$ cat src/hw/jump_barrier_params.svh
// constants for the jump-register hazard barrier control block
`ifndef JUMP_BARRIER_PARAMS_SVH
`define JUMP_BARRIER_PARAMS_SVH
`define OPC_MSB          31
`define OPC_LSB          26
`define SRC_MSB          25
`define SRC_LSB          21
`define ZERO_MSB         20
`define ZERO_LSB         11
`define BARRIER_BIT      10
`define FUNC_MSB         5
`define FUNC_LSB         0
`define OPC_SPECIAL      6'h00
`define FUNC_JUMP_REG    6'h08
`define LINK_REG         5'h1f
`define DRAIN_MAX        8'hff
`endif

$ cat src/hw/jump_barrier_pkg.sv
// types for the jump-register hazard barrier control block
package jump_barrier_pkg;
    typedef enum logic [1:0] {
        ST_IDLE  = 2'b00,
        ST_SLOT  = 2'b01,
        ST_DRAIN = 2'b10,
        ST_GO    = 2'b11
    } barrier_state_t;
endpackage

$ cat src/hw/jump_reg_barrier.sv
// jump-register with hazard barrier pipeline control
`timescale 1ns/1ps
`default_nettype none
`include "jump_barrier_params.svh"
// Operation
// - delay-slot instruction executes before control moves to the target.
// - all pending hazards are cleared before the target is fetched.
// - barrier jump is legal in every mode, no coprocessor access needed.
// - instruction bit 10 selects the barrier variant of jump register.
// - with compressed ISA, bit 0 loads insn set select; PC bit 0 zeroed.
// - without compressed ISA, nonzero low two bits fault at target fetch.
// - with compressed ISA, bit0 zero and bit1 one fault at target fetch.
// - only hazards from instructions before the jump must be cleared.
// - instruction hazards clear only via barrier jumps or exception return.
// - family is opcode 000000, function 001000, bits 20..11 zero.
module jump_reg_barrier #(
    parameter int ADDR_W = 32
) (
    input  wire logic              core_clk,
    input  wire logic              rst,
    input  wire logic              compressed_isa_present,
    input  wire logic              issue_valid,
    input  wire logic [31:0]       issue_insn,
    input  wire logic [ADDR_W-1:0] general_register_data,
    input  wire logic              slot_done,
    input  wire logic              writes_pending,
    input  wire logic              exception_return,
    input  wire logic              execution_barrier,
    output logic [4:0]             general_register_sel,
    output logic                   is_jump,
    output logic                   stall,
    output logic                   fetch_flush,
    output logic                   redirect_valid,
    output logic [ADDR_W-1:0]      redirect_pc,
    output logic                   insn_set_select_bit,
    output logic                   insn_set_write,
    output logic                   addr_error,
    output logic                   clear_exec_hazard,
    output logic                   clear_insn_hazard
);
    // refuse widths that cannot hold the two low alignment bits
    if (ADDR_W < 2) begin : g_addr_w_check
        $error("ADDR_W must be at least 2");
    end

    // decoder results
    logic                           dec_jr;
    logic                           dec_hb;

    // sequencer state and the captured jump
    jump_barrier_pkg::barrier_state_t state_q, state_d;
    logic [ADDR_W-1:0]              target_q, target_d;
    logic                           hb_q, hb_d;
    logic                           mode_q, mode_d;

    // barrier guard counter and its end condition
    logic [7:0]                     drain_q, drain_d;
    logic                           drain_done;
    logic                           go_now;

    // redirect and hazard-clear registers
    logic                           isa_q, isa_d;
    logic                           rv_q, rv_d;
    logic [ADDR_W-1:0]              pc_q, pc_d;
    logic                           ae_q, ae_d;
    logic                           cih_q, cih_d;
    logic                           ceh_q, ceh_d;

    // field decode of the issued word
    jump_decode jump_decode_i (
        .insn             (issue_insn),
        .is_jump_reg      (dec_jr),
        .is_barrier       (dec_hb),
        .source_reg_field (general_register_sel)
    );

    // no privilege check gates the barrier form
    assign is_jump = issue_valid && dec_jr;

    // drain ends when earlier writes are done or the guard count runs out
    assign drain_done = (state_q == jump_barrier_pkg::ST_DRAIN)
        && (!writes_pending || drain_q == `DRAIN_MAX);
    // one cycle in go hands the redirect to the output stage
    assign go_now = state_q == jump_barrier_pkg::ST_GO;

    // next-state computation for the jump sequencer
    always_comb begin
        state_d  = state_q;
        target_d = target_q;
        hb_d     = hb_q;
        mode_d   = mode_q;
        case (state_q)
            jump_barrier_pkg::ST_IDLE: begin
                if (is_jump) begin
                    // capture the target in stage I
                    target_d = general_register_data;
                    hb_d     = dec_hb;
                    mode_d   = compressed_isa_present;
                    state_d  = jump_barrier_pkg::ST_SLOT;
                end
            end
            jump_barrier_pkg::ST_SLOT: begin
                // the delay slot retires before the redirect
                if (slot_done) begin
                    if (hb_q)
                        state_d = jump_barrier_pkg::ST_DRAIN;
                    else
                        state_d = jump_barrier_pkg::ST_GO;
                end
            end
            jump_barrier_pkg::ST_DRAIN: begin
                // wait for earlier state writes; slot writes may still lag
                if (drain_done)
                    state_d = jump_barrier_pkg::ST_GO;
            end
            jump_barrier_pkg::ST_GO: begin
                // next jump may be taken while the redirect is out
                state_d = jump_barrier_pkg::ST_IDLE;
            end
            default: state_d = jump_barrier_pkg::ST_IDLE;
        endcase
    end

    // register stage for the sequencer
    always_ff @(posedge core_clk) begin
        if (rst) begin
            state_q  <= jump_barrier_pkg::ST_IDLE;
            target_q <= '0;
            hb_q     <= 1'b0;
            mode_q   <= 1'b0;
        end else begin
            state_q  <= state_d;
            target_q <= target_d;
            hb_q     <= hb_d;
            mode_q   <= mode_d;
        end
    end

    // guard counter: restarts in the slot, counts while the barrier drains
    always_comb begin
        drain_d = drain_q;
        if (state_q == jump_barrier_pkg::ST_SLOT)
            drain_d = 8'h00;
        else if (state_q == jump_barrier_pkg::ST_DRAIN)
            drain_d = drain_q + 8'h01;
    end

    // register stage for the guard counter
    always_ff @(posedge core_clk) begin
        if (rst) begin
            drain_q <= 8'h00;
        end else begin
            drain_q <= drain_d;
        end
    end

    // hazard clears from the drain, a plain execution barrier or a return
    always_comb begin
        cih_d = exception_return || drain_done;
        ceh_d = execution_barrier || exception_return || drain_done;
    end

    // register stage for the hazard-clear pulses
    always_ff @(posedge core_clk) begin
        if (rst) begin
            cih_q <= 1'b0;
            ceh_q <= 1'b0;
        end else begin
            cih_q <= cih_d;
            ceh_q <= ceh_d;
        end
    end

    // redirect target, set select and alignment fault for the go cycle
    always_comb begin
        rv_d  = go_now;
        pc_d  = pc_q;
        isa_d = isa_q;
        ae_d  = 1'b0;
        if (go_now) begin
            if (mode_q) begin
                pc_d  = {target_q[ADDR_W-1:1], 1'b0};
                isa_d = target_q[0];
                ae_d  = !target_q[0] && target_q[1];
            end else begin
                pc_d = target_q;
                ae_d = target_q[1:0] != 2'b00;
            end
        end
    end

    // register stage for the redirect outputs
    always_ff @(posedge core_clk) begin
        if (rst) begin
            rv_q  <= 1'b0;
            pc_q  <= '0;
            isa_q <= 1'b0;
            ae_q  <= 1'b0;
        end else begin
            rv_q  <= rv_d;
            pc_q  <= pc_d;
            isa_q <= isa_d;
            ae_q  <= ae_d;
        end
    end

    // fetch is held while a barrier drains; wrong-path fetches are dropped in the redirect cycle
    assign stall = state_q == jump_barrier_pkg::ST_DRAIN;
    assign fetch_flush = rv_q;

    // redirect outputs, registered from the go cycle and valid one cycle later
    assign redirect_valid = rv_q;
    assign redirect_pc = pc_q;
    assign insn_set_select_bit = isa_q;
    assign insn_set_write = rv_q && mode_q;
    assign addr_error = ae_q;

    // hazard-clear pulses
    assign clear_exec_hazard = ceh_q;
    assign clear_insn_hazard = cih_q;
endmodule
`default_nettype wire

$ cat src/hw/jump_decode.sv
// decoder for the jump-register family
`timescale 1ns/1ps
`default_nettype none
`include "jump_barrier_params.svh"
module jump_decode (
    input  wire logic [31:0] insn,
    output logic             is_jump_reg,
    output logic             is_barrier,
    output logic [4:0]       source_reg_field
);
    // opcode, function and zero field match the jump-register family
    always_comb begin
        is_jump_reg = (insn[`OPC_MSB:`OPC_LSB] == `OPC_SPECIAL)
            && (insn[`FUNC_MSB:`FUNC_LSB] == `FUNC_JUMP_REG)
            && (insn[`ZERO_MSB:`ZERO_LSB] == 10'h000);
        is_barrier = is_jump_reg && insn[`BARRIER_BIT];
        source_reg_field = insn[`SRC_MSB:`SRC_LSB];
    end
endmodule
`default_nettype wire

$ cat config.mk
export PLATFORM = sky130hd
export DESIGN_NAME = jump_reg_barrier
export DESIGN_NICKNAME = d
export VERILOG_FILES = /design/src/hw/jump_barrier_pkg.sv /design/src/hw/jump_reg_barrier.sv /design/src/hw/jump_decode.sv
export VERILOG_INCLUDE_DIRS = /design/src /design/src/hw
export SDC_FILE = /design/constraint.sdc
export NUM_CORES = 1
export LEC_CHECK = 0
export ABC_AREA = 1
export BUFFER_PORTS_ARGS = -buffer_cell sky130_fd_sc_hd__buf_4
export CAP_MARGIN = 20
export CORE_MARGIN = 4
export CORE_UTILIZATION = 49
export DETAILED_ROUTE_END_ITERATION = 8
export PLACE_DENSITY = 0.79
export SKIP_LAST_GASP = 1
export SLEW_MARGIN = 25
export SYNTH_ARGS = -nofsm -noshare
export SYNTH_HDL_FRONTEND = slang
export SYNTH_SLANG_ARGS = --single-unit
$ cat constraint.sdc
create_clock -name core_clk -period 1.9 [get_ports core_clk]
set_clock_uncertainty 0.05 [all_clocks]
set_input_delay 0.095 -clock core_clk [delete_from_list [all_inputs] [get_ports core_clk]]
set_output_delay 0.095 -clock core_clk [all_outputs]
set_load 0.005 [all_outputs]
# [After elaboration in Yosys (flattened, before gate mapping)]
# Index checks and enable logic that the tools add are counted.
# Widths: inputs -> output; s select.
[classes] n_eq_ne=8 reduce_logical=22 addsub=1 muxes=7 bitwise=1
[op_table] cell="$logic_not 10->1" n=1
[op_table] cell="$add 8x1->8 const B" n=1
[op_table] cell="$eq 8x8->1 const B" n=1
[op_table] cell="$pmux 2 s4" n=1
[op_table] cell="$logic_and 1x1->1" n=7
[op_table] cell="$eq 6x4->1 const B" n=1
[op_table] cell="$logic_not 6->1" n=1
[op_table] cell="$mux 2" n=3
[op_table] cell="$eq 2x2->1 const B" n=2
[op_table] cell="$logic_or 1x1->1" n=4
[op_table] cell="$ne 2x2->1 const B" n=2
[op_table] cell="$reduce_and 2->1" n=2
[op_table] cell="$reduce_or 2->1" n=2
[op_table] cell="$mux 1" n=3
[op_table] cell="$reduce_and 3->1" n=1
[op_table] cell="$eq 2x1->1 const B" n=1
[op_table] cell="$logic_not 1->1" n=2
[op_table] cell="$logic_not 2->1" n=1
[op_table] cell="$ne 2x1->1 const B" n=1
[op_table] cell="$reduce_bool 2->1" n=1
[op_table] cell="$not 1->1" n=1
[word_totals] output_inout_bits=46 regBits=81 word_cells=50 inputBits=72

# [Logic depth before layout (Yosys ltp)]
# Gate-level depths: netlist of the first run.
[logic_depth] ltp_word=6 ltp_mapped=10 depth_no_buf=10

# [By module]
# A second synthesis of the first run with hierarchy kept.
[unflattened] hier_cells=383 hier_area_um2=3088.0
[by_module_without_submodules] mod="jump_reg_barrier" cells_each=354 n_inst=1 area_each_um2=2956.6 seq_area_each_um2=1621.6
[by_module_without_submodules] mod="jump_decode" cells_each=29 n_inst=1 area_each_um2=131.4 seq_area_each_um2=0.0

# [Worst setup path after synthesis of the first run]
# No wires, ideal clock.
[synth_path] path_kind="register to register" from="register state_q[0]" to="register drain_q[7]" slack_ps=346 path_buffers=1 arrival_ps=1392 setup_ps=113 required_ps=1737 period_less_slack_ps=1554 path_stages_with_launch=11 cell_sequence="dfxtp_1 -> inv_1 -> ha_1 -> buf_2 -> nand2_1 -> nor2_1 -> nand3_1 -> nor2_1 -> nand2_1 -> nand2_1 -> nor2_1"
[synth_between] word_cells_on_any_way=3 classes_between="eq/ne (2); reduce/logical (1)"
[synth_lines] item="start, declared" line_no="jump_reg_barrier.sv:51" text="jump_barrier_pkg::barrier_state_t state_q, state_d;"
[synth_lines] item="start signal, assigned" line_no="jump_reg_barrier.sv:127" text="state_q <= jump_barrier_pkg::ST_IDLE;"
[synth_lines] item="start signal, assigned" line_no="jump_reg_barrier.sv:132" text="state_q <= state_d;"
[synth_lines] item="$eq 2x2->1"
[synth_lines] item="net stall" line_no="jump_reg_barrier.sv:31" text="output logic stall,"
[synth_lines] item="end signal, assigned" line_no="jump_reg_barrier.sv:153" text="drain_q <= drain_d;"
[synth_lines] item="end, declared" line_no="jump_reg_barrier.sv:57" text="logic [7:0] drain_q, drain_d;"
# The timed path passes the listed nets, and every way through them passes these cells.
# A chain may end at the register's enable or synchronous reset.

# [Final worst setup path of the first run]
[layout_path] from="input port execution_barrier" to="register ceh_q, in the netlist clear_exec_hazard"
[layout_between] elab_chain_cells=2
[layout_lines] item="start, declared" line_no="jump_reg_barrier.sv:28" text="input wire logic execution_barrier,"
[layout_lines] item="$logic_or 1x1->1 (2 in a row)" line_no="jump_reg_barrier.sv:160" text="ceh_d = execution_barrier || exception_return || drain_done;"
[layout_lines] item="end signal, assigned" line_no="jump_reg_barrier.sv:170" text="ceh_q <= ceh_d;"
[layout_lines] item="end, declared" line_no="jump_reg_barrier.sv:67" text="logic ceh_q, ceh_d;"
# Every way passes these cells.

==> results of run 1 <==
what timing repair did:
item                                   4_1_cts  5_1_grt
resized for setup                            0        3
setup buffers                                0        0
hold buffers                                39        0
endpoints found under the hold margin       38        0
setup endpoints to repair                    0        2
cell type report:
cell class / count / share of cell area (%)
clock inverters: 5 / 1.722
well taps: 77 / 2.104
multi-input cells: 288 / 29.00
flip-flops and latches: 81 / 35.47
inverters: 19 / 1.667
repair buffers: 148 / 26.95
clock buffers: 11 / 3.088
power breakdown:
part / total (W) / internal [W] / switching, W
combinational: 0.000926 / 0.000458 / 0.000468
sequential: 0.00191 / 0.00183 / 0.0000849
clock: 0.00139 / 0.000775 / 0.000615
total: 0.00423 / 0.00306 / 0.00117
metrics by stage:
step	worst slack, ps	instances	utilization [%]	hold slack, ps
CTS	120.0	629	72.02	140.0
global route	3.801	629	72.10	140.0
detailed placement	318.1	574	62.40	140.0
floorplan	345.5	415	-	114.1
global placement	360.7	574	62.40	140.0
finish	59.02	629	72.10	140.0
registers in the layout, summed over array words and instances (netlist names):
signal / flops
redirect_pc: 32
drain_q: 8
hb_q: 1
addr_error: 1
clear_exec_hazard: 1
insn_set_select_bit: 1
fetch_flush: 1
target_q: 32
state_q: 2
mode_q: 1
clear_insn_hazard: 1
path summary, 6_finish.rpt:
kind	end	cells after the start	slack, ps	from
min reg2reg	redirect_pc[13]$_SDFFE_PP0P_	2	430	target_q[13]$_SDFFE_PP0P_
max reg2reg	clear_exec_hazard$_SDFF_PP0_	6	210	state_q[0]$_SDFFE_PP0P_
max	clear_exec_hazard$_SDFF_PP0_	6	60	execution_barrier
min	general_register_sel[2]	0	140	issue_insn[23]
Yosys cell counts:
library cell	count
nand2_1	26
ha_1	6
a21oi_1	11
clkbuf_1	13
o21a_1	1
inv_6	1
inv_1	18
a311oi_1	1
nor3_1	2
buf_2	1
nor2_8	1
buf_6	6
or2_2	2
xor2_1	1
nor2_1	146
buf_4	6
a21boi_0	1
nand3_2	1
nand3_1	6
o21ai_0	47
dfxtp_1	81
nor2_2	15
o21ai_1	21
clkbuf_2	1
layer usage:
| layer | part of all wire [%] | track usage [%] | vias to the layer above |
|---|---|---|---|
| met5 | 0 | 0 | - |
| met4 | 2.3 | 8.242 | 0 |
| met3 | 9.7 | 7.914 | 21 |
| met2 | 48 | 37.45 | 118 |
| met1 | 40 | 23.60 | 1388 |
| li1 | - | - | 1578 |
cell families after synthesis:
family,count (synthesis),synth area share [%]
AOI/OAI and AO/OA,82,13.12
xor gates and xnor gates,1,0.2742
adders and majority gates,6,2.350
buffers and inverters,46,7.755
DFF,81,50.76
and+or+nand+nor,199,25.73
==> qor.csv, run 1 <==
metric;value;unit
ys_warn_count;0;
crit_slowest_cell;dlygate4sd3_1;
die_height;88.74;um
root_buffer;clkbuf_8;
final_cell_mix;146 x nor2_1, 107 x buf_4, 79 x dfxtp_1;
start_util;50.31;%
synthTopCellsByArea;dfxtp_1 51%, nor2_1 17%, o21ai_0 7.4%, o21ai_1 3.3%, nand2_1 3.1%;
cts_made_buffers;9;
path_buf_inv;4;
syn_to_final_growth;43.32;%
multiInputGateArea;1328;sq um
dieArea;7875;sq um
path_class;input pin to flop;
worstPathRequired;2090;ps
n_antenna_cell;0;
register_area;1624;sq um
cts_sinks;81;
vias_per_cell;4.936;
cts_max_level;3;
drt_iter0_drc;185;
die_w;88.74;um
grt_pass1_vias;3074;
cpLargestDelayFamily;buffers and inverters;
arrival;2030;ps
startpoint_type;input pin;
worstSkewPairLatency;350;ps
ys_ff_latch;81;
powerDensity;924.0;nW/um^2
syn_inst;415;
clockBufferDepth;2;
synthDistinctLibCells;24;
tritoncts;built;
drt_drc_violations_left;0;
pin_count;118;
dp.final_hpwl;5.189;mm
post-synth-top-area-cell;dfxtp_1;
mostFrequentLayoutCell;nor2_1;
grt_max_degree;53;
seq_area_frac_synth;50.76;%
clk_pin_slew;80;ps
hp-class;input pin to primary output;
via_count;3105;
maxSlewViolCount;0;
grt_pass1_wl;13.18;mm
avgSynthCellArea;7.697;sq um
finalPower;0.004230;W
relSlewSlack;68.01;%
timing.critical_path.mode_cell;dlygate4sd3_1;
rsz0062_at_grt;false;
finalSetupViolations;0;
wl_per_cell;13.12;um
grtUsageTotal;21.45;%
layout-drive-gt1-share;26.63;%
antenna_found_initial;0;
fp-row-count;29;
max_cap_viol_count;0;
fillers;498;
final_cell_area;4578;sq um
fin_crit;1841;ps
core_area;6350;sq um
setup_tns;0;ps
irDropWorstVdd;0.5743;mV
period_share;96.89;%
grt_overflow_total;0;
hold_violations;0;
drt-pass1-iter-count;5;
synth.top_cell.area_share;50.76;%
outcome;finished clean;
cp_cell_sequence;dlygate4sd3_1 > buf_4 > nor2_1 > dlygate4sd3_1 > a21oi_1 > dlygate4sd3_1;
placed_area;3963;sq um
setup.worst_path.end_class;flop;
fmax;543.2;MHz
synth_fp_nets;493;
drt-total-wl;8.254;mm
crit_path_max_incr_delay;560;ps
p_leak;2.247;nW
layout.nets;625;
gp_congestion;0.7885;
syn_area;3194;sq um
tightest_slew;479.3;ps
port_buffers;103;
crit_fanout;1;
antenna_left;0;
No activity file was read; power rests on OpenSTA's default activity.
==> inputs of run 2 (changes only) <==
--- a/config.mk
+++ b/config.mk
@@ -13,4 +13,5 @@
 export CORE_UTILIZATION = 49
 export DETAILED_ROUTE_END_ITERATION = 8
+export GPL_ROUTABILITY_DRIVEN = 0
 export PLACE_DENSITY = 0.79
 export SKIP_LAST_GASP = 1
==> constraint.sdc (replaced) <==
create_clock -name core_clk -period 1.9 [get_ports core_clk]
set_clock_uncertainty 0.05 [all_clocks]
set_input_delay 0.38 -clock core_clk [delete_from_list [all_inputs] [get_ports core_clk]]
set_output_delay 0.38 -clock core_clk [all_outputs]
set_load 0.005 [all_outputs]
==> run 2 against run 1 <==
Clock power shrank 8%. Sequential share of layout area grew 3.4 points. Highest routed layer unchanged. Power shrank 4.3%. Critical endpoint is now stall.
==> qor.csv, run 2 (same netlist as run 1, synthesis figures left out) <==
metric;value;unit;change
cp_cell_sequence;inv_1 > ha_1 > buf_4 > buf_4;;was dlygate4sd3_1 > buf_4 > nor2_1 > dlygate4sd3_1 > a21oi_1 > dlygate4sd3_1
grt_pass1_wl;11.85;mm;was 13.18 mm
finalSetupViolations;0;;unchanged
clk_pin_slew;80;ps;about the same
maxSlewViolCount;0;;unchanged
final_cell_mix;146 x nor2_1, 110 x buf_4, 80 x dfxtp_1;;was 146 x nor2_1, 107 x buf_4, 79 x dfxtp_1
arrival;1340;ps;was 2030 ps
crit_path_max_incr_delay;370;ps;was 560 ps
powerDensity;970.6;nW/um^2;was 924.0 nW/um^2
fp-row-count;29;;unchanged
cts_sinks;81;;unchanged
port_buffers;103;;unchanged
worstHoldPathCells;2;;was 0
rsz0062_at_grt;false;;unchanged
path_buf_inv;3;;was 4
tritoncts;built;;unchanged
start_util;50.31;%;unchanged
finalPower;0.004050;W;was 0.004230 W
cpLargestDelayFamily;buffers and inverters;;unchanged
hold_violations;0;;unchanged
worstSkewPairLatency;340;ps;was 350 ps
routed-wl-met3;714;um;was 804 um
dieArea;7875;sq um;unchanged
wl_met1;3.065;mm;was 3.282 mm
tightest_slew;437.5;ps;was 479.3 ps
layout.nets;588;;was 625
clockBufferDepth;2;;unchanged
p_leak;2.078;nW;was 2.247 nW
cts_made_buffers;9;;unchanged
grtUsageTotal;19.27;%;was 21.45%
whs;186.7;ps;was 140.0 ps
die_w;88.74;um;unchanged
antenna_left;0;;unchanged
wl_per_cell;12.54;um;was 13.12 um
startpoint_type;flop;;was input pin
syn_to_final_growth;30.63;%;was 43.32%
via_count;2930;;was 3,105
routed-wl-met2;3.484;mm;was 3.976 mm
setup_slack;131.1;ps;was 59.02 ps
dp.final_hpwl;5.134;mm;was 5.189 mm
crit_cells;4;;was 6
drt-pass1-iter-count;4;;was 5
fillers;561;;was 498
grt_max_degree;53;;unchanged
cts_max_level;3;;unchanged
drt-total-wl;7.422;mm;was 8.254 mm
root_buffer;clkbuf_8;;unchanged
setup_tns;0;ps;unchanged
placed_area;3965;sq um;was 3963 sq um
outcome;finished clean;;unchanged
worstPathRequired;1470;ps;was 2090 ps
post-place-ws;182.0;ps;was 318.1 ps
timing.critical_path.mode_cell;buf_4;;was dlygate4sd3_1
crit_slowest_cell;dfxtp_2;;was dlygate4sd3_1
core_area;6350;sq um;unchanged
vias_per_cell;4.949;;was 4.936
crit_fanout;9;;was 1
n_antenna_cell;0;;unchanged
die_height;88.74;um;unchanged
grt_pass1_vias;2805;;was 3,074
pin_count;118;;unchanged
relSlewSlack;70.83;%;was 68.01%
cts_hold_buf;0;;was 39
antenna_found_initial;0;;unchanged
reg2reg_depth;7;;was 6
max_cap_viol_count;0;;unchanged
irDropWorstVdd;0.5779;mV;was 0.5743 mV
final_cell_area;4173;sq um;was 4578 sq um
period_share;93.10;%;was 96.89%
fin_crit;1769;ps;was 1841 ps
drt_drc_violations_left;0;;unchanged
top_layer_used;met4;;unchanged
mostFrequentLayoutCell;nor2_1;;unchanged
hp-class;input pin to flop;;was input pin to primary output
drt_iter0_drc;87;;was 185
layout-drive-gt1-share;28.54;%;was 26.63%
grt_overflow_total;0;;unchanged
fmax;565.3;MHz;was 543.2 MHz
path_class;flop to primary output;;was input pin to flop
setup.worst_path.end_class;primary output;;was flop
run 2: cell type report:
cell class              instances  area (sq um)  share of cell area (%)
clock inverters                 4         51.30                   1.229
flip-flops and latches         81          1623                   38.89
clock buffers                  12         155.1                   3.718
well taps                      77         96.34                   2.309
repair buffers                111         845.8                   20.27
inverters                      19         76.32                   1.829
multi-input cells             288          1325                   31.75
run 2: power by group:
part / leakage (nW) / switching (W) / internal (W)
clock: 0.103 / 0.000602 / 0.000680
combinational: 1.32 / 0.000456 / 0.000403
sequential: 0.655 / 0.0000815 / 0.00183
run 2: final timing paths:
path / from / slack, ps / endpoint
worst max-delay path: state_q[0]$_SDFFE_PP0P_ / 130 / stall
worst min-delay path: rst / 190 / clear_insn_hazard$_SDFF_PP0_
worst max register to register: state_q[1]$_SDFFE_PP0P_ / 380 / target_q[22]$_SDFFE_PP0P_
worst min register to register: drain_q[6]$_SDFFE_PP0P_ / 430 / drain_q[6]$_SDFFE_PP0P_
run 2: metal layers:
metal,track usage [%],vias up
met2,33.54,103
met5,0,-
met1,21.73,1312
met4,8.516,0
met3,5.680,16
li1,-,1499
run 2: repair_timing:
item,in CTS,in global routing
setup endpoints to repair,0,1
buffers inserted,0,0
gates resized for setup,0,1
run 2: stage by stage:
step                std cells  util [%]
floorplan                 415         -
global placement          576     62.44
detailed placement        576     62.44
CTS                       592     65.69
global route              592     65.71
finish                    592     65.71
